$ cat src/rtl/clk_monitor_pkg.sv
// Purpose: Shared constants and types of the clock failure monitor
// Assumes: 8-bit register port, 125 MHz core clock
// Notes:   Source, mode and register codes are local encodings
package clk_monitor_pkg;

   // Register port geometry
   localparam int DATA_W = 8;
   localparam int ADDR_W = 4;

   // Register offsets
   localparam logic [3:0] ADDR_OSC_CTRL1 = 4'h0;
   localparam logic [3:0] ADDR_IRQ_REQ1  = 4'h1;
   localparam logic [3:0] ADDR_IRQ_EN1   = 4'h2;
   localparam logic [3:0] ADDR_STATUS    = 4'h3;

   // Field positions
   localparam int SRC_LSB      = 4;
   localparam int SRC_MSB      = 6;
   localparam int DIV_LSB      = 0;
   localparam int DIV_MSB      = 3;
   localparam int OSF_BIT      = 7;
   localparam int STAT_FS_BIT  = 0;
   localparam int STAT_OST_BIT = 1;
   localparam int STAT_MON_BIT = 2;
   localparam int STAT_SRC_LSB = 4;
   localparam int STAT_SRC_MSB = 6;

   // Clock source codes
   localparam logic [2:0] SRC_EXT_PLL = 3'h1;
   localparam logic [2:0] SRC_LFINT   = 3'h5;
   localparam logic [2:0] SRC_HFINT   = 3'h6;
   localparam logic [2:0] SRC_EXT     = 3'h7;

   // Oscillator configuration modes
   localparam logic [2:0] MODE_LP  = 3'h0;
   localparam logic [2:0] MODE_XT  = 3'h1;
   localparam logic [2:0] MODE_HS  = 3'h2;
   localparam logic [2:0] MODE_ECL = 3'h3;
   localparam logic [2:0] MODE_ECM = 3'h4;
   localparam logic [2:0] MODE_ECH = 3'h5;

   // Reset values and fail-safe clock setting
   localparam logic [7:0] RST_CTRL1   = 8'h70;
   localparam logic [3:0] FS_DIV_1MHZ = 4'h0;

   // Sample clock divide and start-up count
   localparam int SAMPLE_DIV = 64;
   localparam int OST_CYCLES = 1024;

   typedef enum {ST_BOOT, ST_OST, ST_RUN, ST_FAIL, ST_INT, ST_SLEEP} fsm_state_t;

   // True for either external source code
   function automatic logic is_ext_src(input logic [2:0] src);
      return (src == SRC_EXT) || (src == SRC_EXT_PLL);
   endfunction : is_ext_src

   // True for the clock-input modes that skip the start-up timer
   function automatic logic is_ec_mode(input logic [2:0] mode);
      return (mode == MODE_ECL) || (mode == MODE_ECM) || (mode == MODE_ECH);
   endfunction : is_ec_mode

endpackage : clk_monitor_pkg

$ cat src/rtl/sample_clock_divider.sv
// Purpose: Divides the low-frequency oscillator into sample clock edges
// Assumes: src_rise is a one-cycle pulse per oscillator rising edge
// Notes:   Emits one pulse per sample rising and falling edge
`timescale 1ns/100ps
module sample_clock_divider #(
   parameter int DIV = 64
) (
   // Clock and reset
   input  wire logic core_clk,
   input  wire logic rst_n,
   // Oscillator edge in
   input  wire logic src_rise,
   // Sample clock edges out
   output logic      samp_rise_r,
   output logic      samp_fall_r
);

   localparam int CW = $clog2(DIV);
   localparam logic [CW-1:0] LAST = CW'(DIV - 1);
   localparam logic [CW-1:0] HALF = CW'(DIV / 2 - 1);

   logic [CW-1:0] cnt_r;

   // Oscillator edge counter, wraps every DIV edges
   always_ff @(posedge core_clk or negedge rst_n) begin
      if (!rst_n) begin
         cnt_r <= '0;
      end else if (src_rise) begin
         cnt_r <= (cnt_r == LAST) ? '0 : cnt_r + 1'b1;
      end
   end

   // Sample edge pulses at wrap and mid-count
   always_ff @(posedge core_clk or negedge rst_n) begin
      if (!rst_n) begin
         samp_rise_r <= 1'b0;
         samp_fall_r <= 1'b0;
      end else begin
         samp_rise_r <= src_rise && (cnt_r == LAST);
         samp_fall_r <= src_rise && (cnt_r == HALF);
      end
   end

endmodule : sample_clock_divider

$ cat src/rtl/clock_failure_monitor.sv
// Purpose: Watches the external oscillator and falls back to an internal clock
// Assumes: Pins sampled at 125 MHz; external clock well below 62 MHz
// Notes:   Clock selection is reported as codes; the glitch-free mux is outside
//
// Our own choices: the register offsets and the plain strobed port.
`timescale 1ns/100ps

// Overview of operation
// - Monitoring and switchover happen only while the monitor-enable config bit is set.
// - Monitoring covers all crystal and external clock-input modes alike.
// - Sample clock is the low-frequency internal oscillator divided by 64.
// - External falling edge sets the detector latch; sample rising edge clears it.
// - A full sample half-cycle with no external low edge means failure.
// - On failure the system clock moves to the internal oscillator at 1 MHz.
// - On failure the oscillator-fail flag is set.
// - Interrupt request when the fail flag and its enable are both set.
// - Stay on the internal clock until firmware writes new source and divider.
// - Fail-safe clears on reset, sleep, or a source and divider write.
// - Switching to the external oscillator, with or without PLL, restarts the timer.
// - While the timer counts, run from the currently selected internal oscillator.
// - Timer expiry and a successful switch to external clear fail-safe; here the source write itself already clears it.
// - A clock still failing after switch-back sets the flag again; in crystal modes it keeps the timer running and sets no flag.
// - Failure detection starts only after the start-up timer expires.
// - Start-up timer runs after every wake-up and every reset; here a wake-up with an internal source selected skips it.
// - Clock-input modes skip the timer; monitoring starts immediately.
// - Code keeps running on an internal clock during the timer period.
module clock_failure_monitor #(
   parameter int OST_CYCLES = clk_monitor_pkg::OST_CYCLES
) (
   // Clock and reset
   input  wire logic       core_clk,
   input  wire logic       rst_n,
   // Oscillator pins
   input  wire logic       ext_clk_pin,
   input  wire logic       low_freq_internal_osc,
   // Configuration and power events
   input  wire logic       monitor_enable_config,
   input  wire logic [2:0] osc_mode,
   input  wire logic       sleep_exec,
   input  wire logic       wake_done,
   // Register port
   input  wire logic [3:0] addr,
   input  wire logic [7:0] wr_data,
   input  wire logic       wr_en,
   input  wire logic       rd_en,
   output logic      [7:0] rd_data_r,
   // Clock selection and status
   output logic      [2:0] sys_clk_src_r,
   output logic      [3:0] sys_clk_div_r,
   output logic            fail_safe_r,
   output logic            ost_running_r,
   output logic            irq_req_r
);

   localparam int OW = $clog2(OST_CYCLES + 1);
   localparam logic [OW-1:0] OST_LAST = OW'(OST_CYCLES - 1);

   clk_monitor_pkg::fsm_state_t state_r;
   clk_monitor_pkg::fsm_state_t state_nxt;

   logic          ext_s1_r;
   logic          ext_s2_r;
   logic          ext_s3_r;
   logic          lf_s1_r;
   logic          lf_s2_r;
   logic          lf_s3_r;
   logic          ext_fall;
   logic          lf_rise;
   logic          samp_rise;
   logic          samp_fall;
   logic          det_r;
   logic          mon_on;
   logic          fail_evt;
   logic [OW-1:0] ost_cnt_r;
   logic          ost_done;
   logic [7:0]    osc_control_1_r;
   logic          osc_fail_flag_r;
   logic          osc_fail_irq_enable_r;
   logic          ctrl_wr;
   logic          flag_clr;
   logic [2:0]    ctrl_src;
   logic [3:0]    ctrl_div;

   // Pin synchronisers plus one edge-detect stage
   always_ff @(posedge core_clk or negedge rst_n) begin
      if (!rst_n) begin
         ext_s1_r <= 1'b0;
         ext_s2_r <= 1'b0;
         ext_s3_r <= 1'b0;
         lf_s1_r  <= 1'b0;
         lf_s2_r  <= 1'b0;
         lf_s3_r  <= 1'b0;
      end else begin
         ext_s1_r <= ext_clk_pin;
         ext_s2_r <= ext_s1_r;
         ext_s3_r <= ext_s2_r;
         lf_s1_r  <= low_freq_internal_osc;
         lf_s2_r  <= lf_s1_r;
         lf_s3_r  <= lf_s2_r;
      end
   end

   // Edge pulses of the synchronised pins
   assign ext_fall = ext_s3_r && !ext_s2_r;
   assign lf_rise  = !lf_s3_r && lf_s2_r;

   // Sample clock from the low-frequency oscillator
   sample_clock_divider #(
      .DIV (clk_monitor_pkg::SAMPLE_DIV)
   ) u_sample_div (
      .core_clk    (core_clk),
      .rst_n       (rst_n),
      .src_rise    (lf_rise),
      .samp_rise_r (samp_rise),
      .samp_fall_r (samp_fall)
   );

   // Register access decode
   assign ctrl_wr  = wr_en && (addr == clk_monitor_pkg::ADDR_OSC_CTRL1);
   assign flag_clr = wr_en && (addr == clk_monitor_pkg::ADDR_IRQ_REQ1)
                     && !wr_data[clk_monitor_pkg::OSF_BIT];
   assign ctrl_src = osc_control_1_r[clk_monitor_pkg::SRC_MSB:clk_monitor_pkg::SRC_LSB];
   assign ctrl_div = osc_control_1_r[clk_monitor_pkg::DIV_MSB:clk_monitor_pkg::DIV_LSB];

   // Monitoring is live only in external run with the config bit set
   assign mon_on   = monitor_enable_config && (state_r == clk_monitor_pkg::ST_RUN);
   // Falling sample edge with the latch still clear: a dead half-cycle
   assign fail_evt = mon_on && samp_fall && !det_r && !ext_fall;
   assign ost_done = (state_r == clk_monitor_pkg::ST_OST) && ext_fall
                     && (ost_cnt_r == OST_LAST);

   // Detector latch, armed while idle so the first half-cycle is clean
   always_ff @(posedge core_clk or negedge rst_n) begin
      if (!rst_n) begin
         det_r <= 1'b1;
      end else if (!mon_on || ext_fall) begin
         det_r <= 1'b1;
      end else if (samp_rise) begin
         det_r <= 1'b0;
      end
   end

   // Start-up timer counts external falling edges
   always_ff @(posedge core_clk or negedge rst_n) begin
      if (!rst_n) begin
         ost_cnt_r <= '0;
      end else if (ctrl_wr || (state_r != clk_monitor_pkg::ST_OST)) begin
         ost_cnt_r <= '0;
      end else if (ext_fall) begin
         ost_cnt_r <= ost_cnt_r + 1'b1;
      end
   end

   // Entry state after a source choice, reset or wake-up
   function automatic clk_monitor_pkg::fsm_state_t go_state(input logic [2:0] src);
      if (!clk_monitor_pkg::is_ext_src(src)) begin
         return clk_monitor_pkg::ST_INT;
      end else if (clk_monitor_pkg::is_ec_mode(osc_mode)) begin
         return clk_monitor_pkg::ST_RUN;
      end else begin
         return clk_monitor_pkg::ST_OST;
      end
   endfunction : go_state

   // Next state: sleep first, then source writes, then own progress
   always_comb begin
      state_nxt = state_r;
      if (sleep_exec) begin
         state_nxt = clk_monitor_pkg::ST_SLEEP;
      end else if (ctrl_wr) begin
         state_nxt = go_state(wr_data[clk_monitor_pkg::SRC_MSB:clk_monitor_pkg::SRC_LSB]);
      end else begin
         case (state_r)
            clk_monitor_pkg::ST_BOOT: begin
               state_nxt = go_state(ctrl_src);
            end
            clk_monitor_pkg::ST_SLEEP: begin
               if (wake_done) begin
                  state_nxt = go_state(ctrl_src);
               end
            end
            clk_monitor_pkg::ST_OST: begin
               if (ost_done) begin
                  state_nxt = clk_monitor_pkg::ST_RUN;
               end
            end
            clk_monitor_pkg::ST_RUN: begin
               if (fail_evt) begin
                  state_nxt = clk_monitor_pkg::ST_FAIL;
               end
            end
            clk_monitor_pkg::ST_FAIL: begin
               state_nxt = clk_monitor_pkg::ST_FAIL;
            end
            clk_monitor_pkg::ST_INT: begin
               state_nxt = clk_monitor_pkg::ST_INT;
            end
            default: begin
               state_nxt = clk_monitor_pkg::ST_BOOT;
            end
         endcase
      end
   end

   // State register; reset lands in boot, which picks the timer path except in clock-input modes
   always_ff @(posedge core_clk or negedge rst_n) begin
      if (!rst_n) begin
         state_r <= clk_monitor_pkg::ST_BOOT;
      end else begin
         state_r <= state_nxt;
      end
   end

   // Clock source and divider follow the state one cycle later
   always_ff @(posedge core_clk or negedge rst_n) begin
      if (!rst_n) begin
         sys_clk_src_r <= clk_monitor_pkg::SRC_HFINT;
         sys_clk_div_r <= clk_monitor_pkg::FS_DIV_1MHZ;
      end else begin
         case (state_r)
            clk_monitor_pkg::ST_FAIL: begin
               sys_clk_src_r <= clk_monitor_pkg::SRC_HFINT;
               sys_clk_div_r <= clk_monitor_pkg::FS_DIV_1MHZ;
            end
            clk_monitor_pkg::ST_RUN, clk_monitor_pkg::ST_INT: begin
               sys_clk_src_r <= ctrl_src;
               sys_clk_div_r <= ctrl_div;
            end
            clk_monitor_pkg::ST_OST, clk_monitor_pkg::ST_BOOT: begin
               // Keep the internal clock so code runs during start-up
               if (clk_monitor_pkg::is_ext_src(sys_clk_src_r)) begin
                  sys_clk_src_r <= clk_monitor_pkg::SRC_HFINT;
               end else begin
                  sys_clk_src_r <= sys_clk_src_r;
               end
            end
            default: begin
               sys_clk_src_r <= sys_clk_src_r;
            end
         endcase
      end
   end

   // Status outputs
   always_ff @(posedge core_clk or negedge rst_n) begin
      if (!rst_n) begin
         fail_safe_r   <= 1'b0;
         ost_running_r <= 1'b0;
      end else begin
         fail_safe_r   <= (state_r == clk_monitor_pkg::ST_FAIL);
         ost_running_r <= (state_r == clk_monitor_pkg::ST_OST);
      end
   end

   // Oscillator control register
   always_ff @(posedge core_clk or negedge rst_n) begin
      if (!rst_n) begin
         osc_control_1_r <= clk_monitor_pkg::RST_CTRL1;
      end else if (ctrl_wr) begin
         osc_control_1_r <= wr_data;
      end
   end

   // Fail flag: hardware set beats a software clear
   always_ff @(posedge core_clk or negedge rst_n) begin
      if (!rst_n) begin
         osc_fail_flag_r <= 1'b0;
      end else if (fail_evt) begin
         osc_fail_flag_r <= 1'b1;
      end else if (flag_clr) begin
         osc_fail_flag_r <= 1'b0;
      end
   end

   // Interrupt enable
   always_ff @(posedge core_clk or negedge rst_n) begin
      if (!rst_n) begin
         osc_fail_irq_enable_r <= 1'b0;
      end else if (wr_en && (addr == clk_monitor_pkg::ADDR_IRQ_EN1)) begin
         osc_fail_irq_enable_r <= wr_data[clk_monitor_pkg::OSF_BIT];
      end
   end

   // Interrupt request
   always_ff @(posedge core_clk or negedge rst_n) begin
      if (!rst_n) begin
         irq_req_r <= 1'b0;
      end else begin
         irq_req_r <= osc_fail_flag_r && osc_fail_irq_enable_r;
      end
   end

   // Read data, valid the cycle after the strobe only
   always_ff @(posedge core_clk or negedge rst_n) begin
      if (!rst_n) begin
         rd_data_r <= '0;
      end else begin
         rd_data_r <= '0;
         if (rd_en) begin
            case (addr)
               clk_monitor_pkg::ADDR_OSC_CTRL1: begin
                  rd_data_r <= osc_control_1_r;
               end
               clk_monitor_pkg::ADDR_IRQ_REQ1: begin
                  rd_data_r[clk_monitor_pkg::OSF_BIT] <= osc_fail_flag_r;
               end
               clk_monitor_pkg::ADDR_IRQ_EN1: begin
                  rd_data_r[clk_monitor_pkg::OSF_BIT] <= osc_fail_irq_enable_r;
               end
               clk_monitor_pkg::ADDR_STATUS: begin
                  rd_data_r[clk_monitor_pkg::STAT_FS_BIT]  <= fail_safe_r;
                  rd_data_r[clk_monitor_pkg::STAT_OST_BIT] <= ost_running_r;
                  rd_data_r[clk_monitor_pkg::STAT_MON_BIT] <= mon_on;
                  rd_data_r[clk_monitor_pkg::STAT_SRC_MSB:clk_monitor_pkg::STAT_SRC_LSB]
                     <= sys_clk_src_r;
               end
               default: begin
                  rd_data_r <= '0;
               end
            endcase
         end
      end
   end
endmodule : clock_failure_monitor

$ cat config.mk
export PLATFORM = sky130hd
export DESIGN_NAME = clock_failure_monitor
export DESIGN_NICKNAME = d
export VERILOG_FILES = /design/src/rtl/clk_monitor_pkg.sv /design/src/rtl/sample_clock_divider.sv /design/src/rtl/clock_failure_monitor.sv
export SDC_FILE = /design/constraint.sdc
export NUM_CORES = 1
export LEC_CHECK = 0
export BUFFER_PORTS_ARGS = -buffer_cell sky130_fd_sc_hd__buf_2
export CAP_MARGIN = 20
export CORE_MARGIN = 3
export CORE_UTILIZATION = 60
export CTS_CLUSTER_DIAMETER = 150
export CTS_CLUSTER_SIZE = 25
export DETAILED_ROUTE_END_ITERATION = 8
export PLACE_DENSITY = 0.86
export SETUP_SLACK_MARGIN = 0.15
export SYNTH_ARGS = -nofsm -noshare
export SYNTH_HDL_FRONTEND = slang
export SYNTH_SLANG_ARGS = --single-unit
$ cat constraint.sdc
create_clock -name core_clk -period 4.9 [get_ports core_clk]
set_input_delay 0.49 -clock core_clk [delete_from_list [all_inputs] [get_ports core_clk]]
set_output_delay 0.49 -clock core_clk [all_outputs]
set_load 0.01 [all_outputs]
==> results of run 1 <==
how the worst max path moves through the flow:
stage	start	endpoint	cells after the start
after floorplan	ost_cnt_r[0]	state_r[1]	6
after global placement	addr[3]	ost_cnt_r[8]	5
after detailed placement	addr[3]	ost_cnt_r[7]	5
after CTS	ost_cnt_r[0]	state_r[1]	6
after global routing	addr[3]	ost_cnt_r[0]	5
final	state_r[1]	state_r[2]	5
cell type report:
class	instances	area (um^2)
Sequential cell	57	1434
Timing Repair Buffer	42	212.7
Clock buffer	14	172.7
Fill cell	290	1035
Multi-Input combinational cell	153	1044
Inverter	9	33.78
Tap cell	50	62.56
Clock inverter	2	35.03
metrics by stage:
stage | area (um^2) | hold WS, ps | cells
after global routing | 2994 | 246.0 | 327
final | 2994 | 268.1 | 327
after global placement | 2786 | 334.1 | 311
after CTS | 2994 | 243.4 | 327
after detailed placement | 2786 | 337.2 | 311
after floorplan | 2535 | 194.4 | 224
cells in the mapped netlist, types with 3 or more instances:
master and count:
a22o_1 10, inv_1 9, nand3_1 7, nand2b_1 3, dfrtp_1 51, buf_2 4
nand4_1 4, o21ai_0 4, a31oi_1 3, xnor2_1 11, and3_1 5, xor2_1 5
nor2b_1 4, nor2_1 27, nand2_1 17, mux2_2 11, and2_1 4, a21oi_1 7
dfstp_2 6
layer usage:
| metal | global-route usage | vias to the layer above | part of all wire |
|---|---|---|---|
| met2 | 0.2987 | 54 | 0.47 |
| met5 | 0 | - | 0 |
| met3 | 0.06960 | 9 | 0.062 |
| met1 | 0.2726 | 882 | 0.45 |
| met4 | 0.1169 | 0 | 0.021 |
| li1 | - | 886 | - |
kinds of logic (layout without fill, tap and decap cells):
| kind of cell | Yosys count | in the layout | share of synthesized area |
|---|---|---|---|
| AND/OR/NAND/NOR | 82 | 82 | 0.1732 |
| flip-flops | 57 | 57 | 0.5656 |
| AO/OA/AOI/OAI | 40 | 40 | 0.1165 |
| XOR/XNOR | 16 | 16 | 0.05528 |
| buffers and inverters | 14 | 67 | 0.02270 |
| multiplexers | 12 | 12 | 0.05281 |
| adder cells (fa/ha/maj) | 3 | 3 | 0.01382 |
registers in the layout (all words and copies together) (netlist names), 3 cells and up:
name                flops
osc_control_1_r         8
ost_cnt_r              11
rd_data_r               8
state_r                 3
sys_clk_div_r           4
sys_clk_src_r           3
u_sample_div.cnt_r      6
power by group:
group	internal [mW]	switching [mW]	total (mW)
combinational	0.158	0.173	0.332
sequential	0.565	0.0876	0.652
clock	0.276	0.173	0.449
==> flow_metrics.py, run 1 <==
metrics = {
    "clock_tree": {
        "cts.sinks": 57,
        "cts_resized": 0,
        "cts_htree_levels": 3,
        "cts_tree": "done",
        "cts-hold-fix-buffers": 0,
        "clkTransAtPathRegs_ps": 60,
        "clk_latency_ps": 330,
        "cts_buffers": 9,
        "postCtsSetupBuffers": 0,
        "cts_buffer_depth": 2,
        "root_buffer": "clkbuf_8",
    },
    "sta": {
        "setup_slack_ps": 3055,
        "rsz0062_at_grt": "false",
        "final_hold_viol_count": 0,
        "relSlewSlack": 0.4054,
        "clock_skew_ps": 7.819,
        "fin_tns_setup_ps": 0,
        "worst_slew_pin_slew_ps": 885.1,
        "min_period_over_period": 0.3764,
        "max_freq_mhz": 542.1,
        "slew_viol_final": 0,
        "period_needed_ps": 1845,
        "setup-violations-final": 0,
    },
    "placement": {
        "dp_slack_ps": 2790,
        "port_buffers": 41,
        "place_hpwl_um": 3388,
        "place_congestion": 0.7972,
    },
    "global_route": {
        "grt_max_degree": 58,
        "grt_pass1_wl_um": 7866,
        "grt_remaining_overflow": 0,
        "grt_pass1_vias": 1741,
        "antenna_found_initial": 0,
        "grt_use_total": 0.2063,
    },
    "logic_synthesis": {
        "synth_area_um2": 2535,
        "async_flop_share": 1.000,
        "synthCells": 224,
        "ys_seq_area_frac": 0.5656,
        "ys_ff_latch": 57,
        "yosys_warnings": 0,
        "synth_edf_count": 0,
        "yosysTopAreaCellShare": 0.5035,
        "synth_top_flop_cell": "dfrtp_1",
        "synth_area_per_cell_um2": 11.32,
        "synth_nets": 250,
        "synth_area_leader_cell": "dfrtp_1",
        "synth.distinct_cells": 48,
        "synth.top_cells.by_area": "dfrtp_1, dfstp_2, mux2_2",
    },
    "min_path": {
        "whs_endpoint": "ext_s1_r",
        "min_from": "ext_clk_pin",
        "whs_path_depth": 1,
        "min_path_type": "in -> reg",
    },
    "run": {
        "timing.max_cap.violations": 0,
    },
    "final_layout": {
        "syn_to_final_growth_pct": 18.11,
        "n_antenna_cell": 0,
        "layout_commonest_cell": "dfrtp_1",
        "layout_common_cells": "dfrtp_1, buf_2, nor2_1, nand2_1, clkbuf_8",
        "drive_gt1_frac": 0.2888,
        "fin_util": 0.7432,
        "finalNetCount": 298,
    },
    "worst_setup_path": {
        "crit_family": "simple AND/OR/NAND/NOR gates",
        "cp.required_ps": 5130,
        "path_buf_inv": 0,
        "worstSetupEndpointType": "flop",
        "rrSetupSlack_ps": 3060,
        "crit_arrival_ps": 2070,
        "r2r-end": "state_r[2]",
        "cp_slowest_cell": "dfrtp_1",
        "reg2regPathDepth": 5,
        "r2r_start": "state_r[1]",
        "path_class": "reg -> reg",
        "critPathLaunchType": "flop",
        "max_stage_delay_ps": 540,
        "critPathMaxFanout": 12,
        "crit_chain": "or3b_1 > a22oi_1 > and2_1 > nand2_1 > a31o_1",
    },
    "die": {
        "die_x_um": 71,
        "rows": 23,
        "start_util": 0.6292,
        "core_area_um2": 4029,
        "io_pins": 42,
        "die-height_um": 71,
        "dieArea_um2": 5041,
    },
    "pwr": {
        "power_leakage_nw": 1.428,
        "ir_drop_v": 0.0002810,
        "power_density_nw_per_um2": 478.7,
        "p_total_mw": 1.433,
    },
    "route": {
        "ant_nets": 0,
        "drtIter0Drc": 149,
        "vias": 1831,
        "drt_first_pass_iters": 4,
        "wl_um": 4869,
        "drt-vias-per-instance": 5.599,
        "drcViolationCount": 0,
        "routedWlPerCell_um": 14.89,
    },
    "run_status": {
        "outcome": "completed",
    },
}
Note: power is estimated with default switching activity, not from simulation.
==> run 2, diff against run 1 <==
--- a/config.mk
+++ b/config.mk
@@ -8,11 +8,11 @@
 export BUFFER_PORTS_ARGS = -buffer_cell sky130_fd_sc_hd__buf_2
 export CAP_MARGIN = 20
 export CORE_MARGIN = 3
-export CORE_UTILIZATION = 60
+export CORE_UTILIZATION = 50
 export CTS_CLUSTER_DIAMETER = 150
 export CTS_CLUSTER_SIZE = 25
 export DETAILED_ROUTE_END_ITERATION = 8
-export PLACE_DENSITY = 0.86
+export PLACE_DENSITY = 0.77
 export SETUP_SLACK_MARGIN = 0.15
 export SYNTH_ARGS = -nofsm -noshare
 export SYNTH_HDL_FRONTEND = slang
==> constraint.sdc (replaced) <==
create_clock -name core_clk -period 1.6 [get_ports core_clk]
set_input_delay 0.16 -clock core_clk [delete_from_list [all_inputs] [get_ports core_clk]]
set_output_delay 0.16 -clock core_clk [all_outputs]
set_load 0.01 [all_outputs]
==> run 2 against run 1 <==
Effect of this change: the flow now finishes with violations (setup timing); utilization decreased by 4.9 points; combinational power rose to 4.3 times the previous value; non-clock buffer count increased by 33; via count up 11%; die area is 18% higher; global-route usage shrank 0.26 points; critical endpoint unchanged; total power grew to 3.2 times the previous value; count of clock-buffer cells in the layout fell by 4; register-to-register slack got worse by 3100 ps; highest routed layer unchanged.
==> flow_metrics.py, run 2 (synthesis results as in run 1) <==
metrics = {
    "final_layout": {
        "fin_cells": 377,
        "multi_input_area_um2": 1126,
        "drive_gt1_frac": 0.4097,
        "largest_register_ffs": 11,
        "design_area_um2": 3346,
        "finalNetCount": 331,
        "fin_util": 0.6945,
        "largest_register": "ost_cnt_r",
        "ff_latch_area_um2": 1434,
        "layout_commonest_cell": "dfrtp_1",
        "syn_to_final_growth_pct": 31.98,
        "largestRegisters": "ost_cnt_r (11), osc_control_1_r (8), rd_data_r (8)",
        "nFillCells": 369,
        "n_antenna_cell": 0,
        "layout_common_cells": "dfrtp_1, buf_2, buf_4, nor2_1, nand2_1",
    },
    "global_route": {
        "antenna_found_initial": 0,
        "grt_use_total": 0.2037,
        "grt_pass1_wl_um": 9432,
        "grt_pass1_vias": 2063,
        "grt_remaining_overflow": 0,
        "grt_max_degree": 58,
    },
    "worst_setup_path": {
        "reg2regPathDepth": 7,
        "cp-startpoint": "ost_cnt_r[1]",
        "cp_slowest_cell": "or4_4",
        "r2r-end": "state_r[2]",
        "max_stage_delay_ps": 490,
        "cp.required_ps": 1880,
        "rrSetupSlack_ps": -60,
        "crit_path_end": "state_r[2]",
        "crit_arrival_ps": 1940,
        "path_class": "reg -> reg",
        "r2r_start": "ost_cnt_r[1]",
        "critPathLaunchType": "flop",
        "critPathMaxFanout": 2,
        "worstSetupEndpointType": "flop",
        "crit_chain": "ha_4 > nand3_4 > or4_4 > buf_4 > buf_6 > nand2_1 > a31o_1",
    },
    "clock_tree": {
        "clk_latency_ps": 340,
        "root_buffer": "clkbuf_8",
        "cts_buffers": 9,
        "cts_buffer_depth": 2,
        "cts_htree_levels": 3,
        "cts.sinks": 57,
        "clkTransAtPathRegs_ps": 70,
        "cts_tree": "done",
    },
    "die": {
        "dieArea_um2": 5960,
        "die_x_um": 77.20,
        "start_util": 0.5262,
        "core_area_um2": 4817,
        "rows": 25,
        "die-height_um": 77.20,
        "io_pins": 42,
    },
    "sta": {
        "setup_slack_ps": -60.57,
        "holdWs_ps": 21.92,
        "max_freq_mhz": 602.2,
        "worst_slew_pin_slew_ps": 315.1,
        "relSlewSlack": 0.7881,
        "period_needed_ps": 1661,
        "slew_viol_final": 0,
        "min_period_over_period": 1.038,
        "final_hold_viol_count": 0,
        "setup-violations-final": 3,
        "clock_skew_ps": 6.116,
        "rsz0062_at_grt": "true",
    },
    "route": {
        "drcViolationCount": 0,
        "routedWlPerCell_um": 14.59,
        "drt_first_pass_iters": 4,
        "drt-vias-per-instance": 5.377,
        "vias": 2027,
        "ant_nets": 0,
        "drtIter0Drc": 141,
        "wl_um": 5501,
    },
    "min_path": {
        "min_path_type": "in -> reg",
    },
    "pwr": {
        "ir_drop_v": 0.0007918,
        "power_leakage_nw": 1.618,
        "power_density_nw_per_um2": 1364,
    },
    "placement": {
        "placed_area_um2": 3029,
        "dp_cells": 351,
        "dp_slack_ps": -9.100,
        "place_hpwl_um": 3690,
        "port_buffers": 41,
        "place_congestion": 0.8589,
    },
    "run_status": {
        "failed_checks": "setup timing",
        "outcome": "complete, but fails checks",
    },
    "run": {
        "timing.max_cap.violations": 0,
    },
}
==> run 2: cell types whose count changed in the layout (fill, tap and decap cells not counted), moves of 3 or more <==
| cell | delta |
|---|---|
| buf_4 | +27 |
| clkinvlp_4 | +4 |
| dlygate4sd3_1 | +4 |
| nor2b_1 | -3 |
| nor2b_2 | +3 |
==> run 2: what timing repair did <==
action                                  CTS  global route
setup buffers                             4             2
hold buffers                              4             0
gates resized for setup                   3            12
endpoints found under the setup margin    8            20
pin swaps                                 7             4
hold endpoints to repair                 54             0
==> run 2: how the worst min path moves through the flow <==
stage,end,cells after the start,startpoint
after global routing,osc_control_1_r[1],2,wr_data[1]
after detailed placement,rd_data_r[6],2,rst_n
final,det_r,2,monitor_enable_config
after CTS,det_r,2,monitor_enable_config
after floorplan,ext_s1_r,0,rst_n
after global placement,rd_data_r[5],2,rst_n
==> run 2: final cells by class <==
| class | instances | area share |
|---|---|---|
| clock buffers | 10 | 0.04114 |
| flip-flops and latches | 57 | 0.4286 |
| repair buffers | 75 | 0.1455 |
| inverters | 9 | 0.01010 |
| clock inverters | 6 | 0.01309 |
| multi-input cells | 153 | 0.3366 |
| well taps | 67 | 0.02506 |
==> run 2: through the flow <==
stage | total power [mW] | TNS [ps]
final | 4.564 | -111.8
after detailed placement | 3.173 | -9.708
after floorplan | 2.752 | 0
after CTS | 4.471 | -21.60
after global placement | 3.123 | 0
after global routing | 4.826 | -351.9
==> run 2: worst max-delay path, delay by kind of cell (launching register included) <==
family / cells / cell delay, ps
flip-flops: 1 / 390
buffers and inverters: 2 / 260
adder cells (fa/ha/maj): 1 / 160
AND/OR/NAND/NOR: 3 / 640
AO/OA/AOI/OAI: 1 / 140
==> run 2: power breakdown <==
group | total, mW | switching [mW] | internal [mW]
clock | 1.20 | 0.598 | 0.601
sequential | 1.94 | 0.213 | 1.73
combinational | 1.42 | 0.723 | 0.701
==> run 2: per-layer routing <==
metal,GRT usage,wire length (um)
met1,0.2426,2291
met2,0.3195,2631
met3,0.09272,453
met4,0.08363,126
met5,0,0
==> run 3, diff against run 2 <==
--- a/config.mk
+++ b/config.mk
@@ -7,7 +7,7 @@
 export LEC_CHECK = 0
 export BUFFER_PORTS_ARGS = -buffer_cell sky130_fd_sc_hd__buf_2
 export CAP_MARGIN = 20
-export CORE_MARGIN = 3
+export CORE_MARGIN = 2
 export CORE_UTILIZATION = 50
 export CTS_CLUSTER_DIAMETER = 150
 export CTS_CLUSTER_SIZE = 25
@@ -17,3 +17,4 @@
 export SYNTH_ARGS = -nofsm -noshare
 export SYNTH_HDL_FRONTEND = slang
 export SYNTH_SLANG_ARGS = --single-unit
+export TNS_END_PERCENT = 10
==> run 3 against run 2 <==
Effect of this change: the flow still finishes with violations (setup timing); via count down 3.4%; utilization down 1.0 points; setup slack better by 16 ps; worst hold slack better by 6.0 ps; combinational power down 11%; highest routed layer unchanged; fmax up 0.99%; final cell count down 1.9%.
==> flow_metrics.py, run 3 (synthesis results as in run 1) <==
metrics = {
    "run_status": {
        "outcome": "complete, but fails checks",
        "failed_checks": "setup timing",
    },
    "final_layout": {
        "syn_to_final_growth_pct": 30.01,
        "multi_input_area_um2": 1110,
        "drive_gt1_frac": 0.3828,
        "layout_common_cells": "dfrtp_1, buf_2, nor2_1, buf_4, nand2_1",
        "ff_latch_area_um2": 1434,
        "layout_commonest_cell": "dfrtp_1",
        "n_antenna_cell": 0,
        "fin_util": 0.6842,
        "largestRegisters": "ost_cnt_r (11), osc_control_1_r (8), rd_data_r (8)",
        "nFillCells": 398,
        "largest_register": "ost_cnt_r",
        "finalNetCount": 324,
        "largest_register_ffs": 11,
    },
    "min_path": {
        "whs_path_depth": 2,
        "min_path_type": "in -> reg",
    },
    "route": {
        "vias": 1959,
        "ant_nets": 0,
        "routedWlPerCell_um": 14.17,
        "drtIter0Drc": 115,
        "drcViolationCount": 0,
        "drt-vias-per-instance": 5.295,
        "wl_um": 5243,
        "drt_first_pass_iters": 5,
    },
    "placement": {
        "port_buffers": 41,
        "place_hpwl_um": 3571,
        "place_congestion": 0.8451,
    },
    "worst_setup_path": {
        "path_class": "reg -> reg",
        "critPathMaxFanout": 2,
        "crit_arrival_ps": 1920,
        "max_stage_delay_ps": 490,
        "critPathLaunchType": "flop",
        "crit_cells": 6,
        "crit_chain": "ha_4 > nand3_4 > or4_4 > a22oi_2 > o211ai_1 > a21oi_2",
        "cp.required_ps": 1870,
        "reg2regPathDepth": 6,
        "worstSetupEndpointType": "flop",
        "cp_slowest_cell": "or4_4",
        "path_buf_inv": 0,
        "crit_family": "simple AND/OR/NAND/NOR gates",
    },
    "global_route": {
        "grt_pass1_wl_um": 8625,
        "grt_pass1_vias": 1928,
        "grt_remaining_overflow": 0,
        "grt_max_degree": 58,
        "grt_use_total": 0.2106,
        "antenna_found_initial": 0,
    },
    "die": {
        "rows": 25,
        "dieArea_um2": 5655,
        "start_util": 0.5262,
        "core_area_um2": 4817,
        "die-height_um": 75.20,
        "io_pins": 42,
        "die_x_um": 75.20,
    },
    "clock_tree": {
        "clk_latency_ps": 340,
        "cts_buffers": 9,
        "cts_htree_levels": 3,
        "cts.sinks": 57,
        "postCtsSetupBuffers": 0,
        "root_buffer": "clkbuf_8",
        "clkTransAtPathRegs_ps": 70,
        "cts_tree": "done",
        "cts_buffer_depth": 2,
    },
    "sta": {
        "max_freq_mhz": 608.2,
        "worst_slew_pin_slew_ps": 316.6,
        "relSlewSlack": 0.7870,
        "slew_viol_final": 0,
        "rsz0062_at_grt": "true",
        "min_period_over_period": 1.028,
        "setup_slack_ps": -44.23,
        "final_hold_viol_count": 0,
        "setup-violations-final": 2,
        "period_needed_ps": 1644,
        "clock_skew_ps": 6.613,
    },
    "pwr": {
        "power_leakage_nw": 1.578,
        "ir_drop_v": 0.0008500,
        "p_total_mw": 4.567,
        "power_density_nw_per_um2": 1386,
    },
    "run": {
        "timing.max_cap.violations": 0,
    },
}
run 3: changes by cell type in the layout (fill, tap and decap cells not counted), sizes merged:
| cell | before | now |
|---|---|---|
| clkinvlp | 4 | 3 |
| inv | 9 | 10 |
| buf | 71 | 64 |
| bufinv | 0 | 1 |
| clkinv | 2 | 1 |
run 3: final timing paths:
| path | from | to | slack (ps) |
|---|---|---|---|
| worst max-delay path | ost_cnt_r[1] | state_r[1] | -40 |
| worst min-delay path | monitor_enable_config | det_r | 30 |
| worst max register to register | ost_cnt_r[1] | state_r[1] | -40 |
| worst min register to register | ext_s1_r | ext_s2_r | 350 |
| max in group asynchronous | rst_n | sys_clk_src_r[2] | 950 |
| min in group asynchronous | rst_n | ost_cnt_r[3] | 350 |
run 3: timing repair:
item / 4_1_cts / 5_1_grt
endpoints found under the hold margin: 54 / 0
resized for setup: 6 / 5
endpoints found under the setup margin: 10 / 12
hold buffers: 4 / 0
pin swaps: 5 / 0
run 3: layout make-up:
cell class | count | share of cell area
sequential | 57 | 0.4351
multi-input combinational | 153 | 0.3367
timing repair buffer | 68 | 0.1306
clock buffer | 10 | 0.04176
tap | 67 | 0.02544
clock inverter | 6 | 0.02012
inverter | 9 | 0.01025
run 3: power breakdown:
group / switching, mW / internal (mW)
clock: 0.587 / 0.762
combinational: 0.637 / 0.631
sequential: 0.221 / 1.73
run 3: worst register-to-register path, stage by stage (launching register included):
cell	delay (ps)
dfrtp_1	400
ha_4	170
nand3_4	70
or4_4	490
a22oi_2	190
o211ai_1	130
a21oi_2	120
run 3: per-stage QoR:
step                      std cells  hold slack [ps]  setup TNS, ps  setup slack, ps  area (um^2)
after floorplan                 224           -135.6              0            5.911         2564
after global placement          350            181.4              0            20.31         3014
after detailed placement        350            181.9         -46.46           -32.30         3014
after CTS                       370            23.86         -42.34           -42.34         3281
after global routing            370            32.11         -264.1           -130.5         3296
final                           370            27.90         -51.53           -44.23         3296
run 3: routing by layer:
metal,share of wire,vias up,GRT usage
li1,-,932,-
met1,0.45,964,0.2817
met2,0.47,57,0.3148
met3,0.058,6,0.06158
met4,0.016,0,0.1053
met5,0,-,0
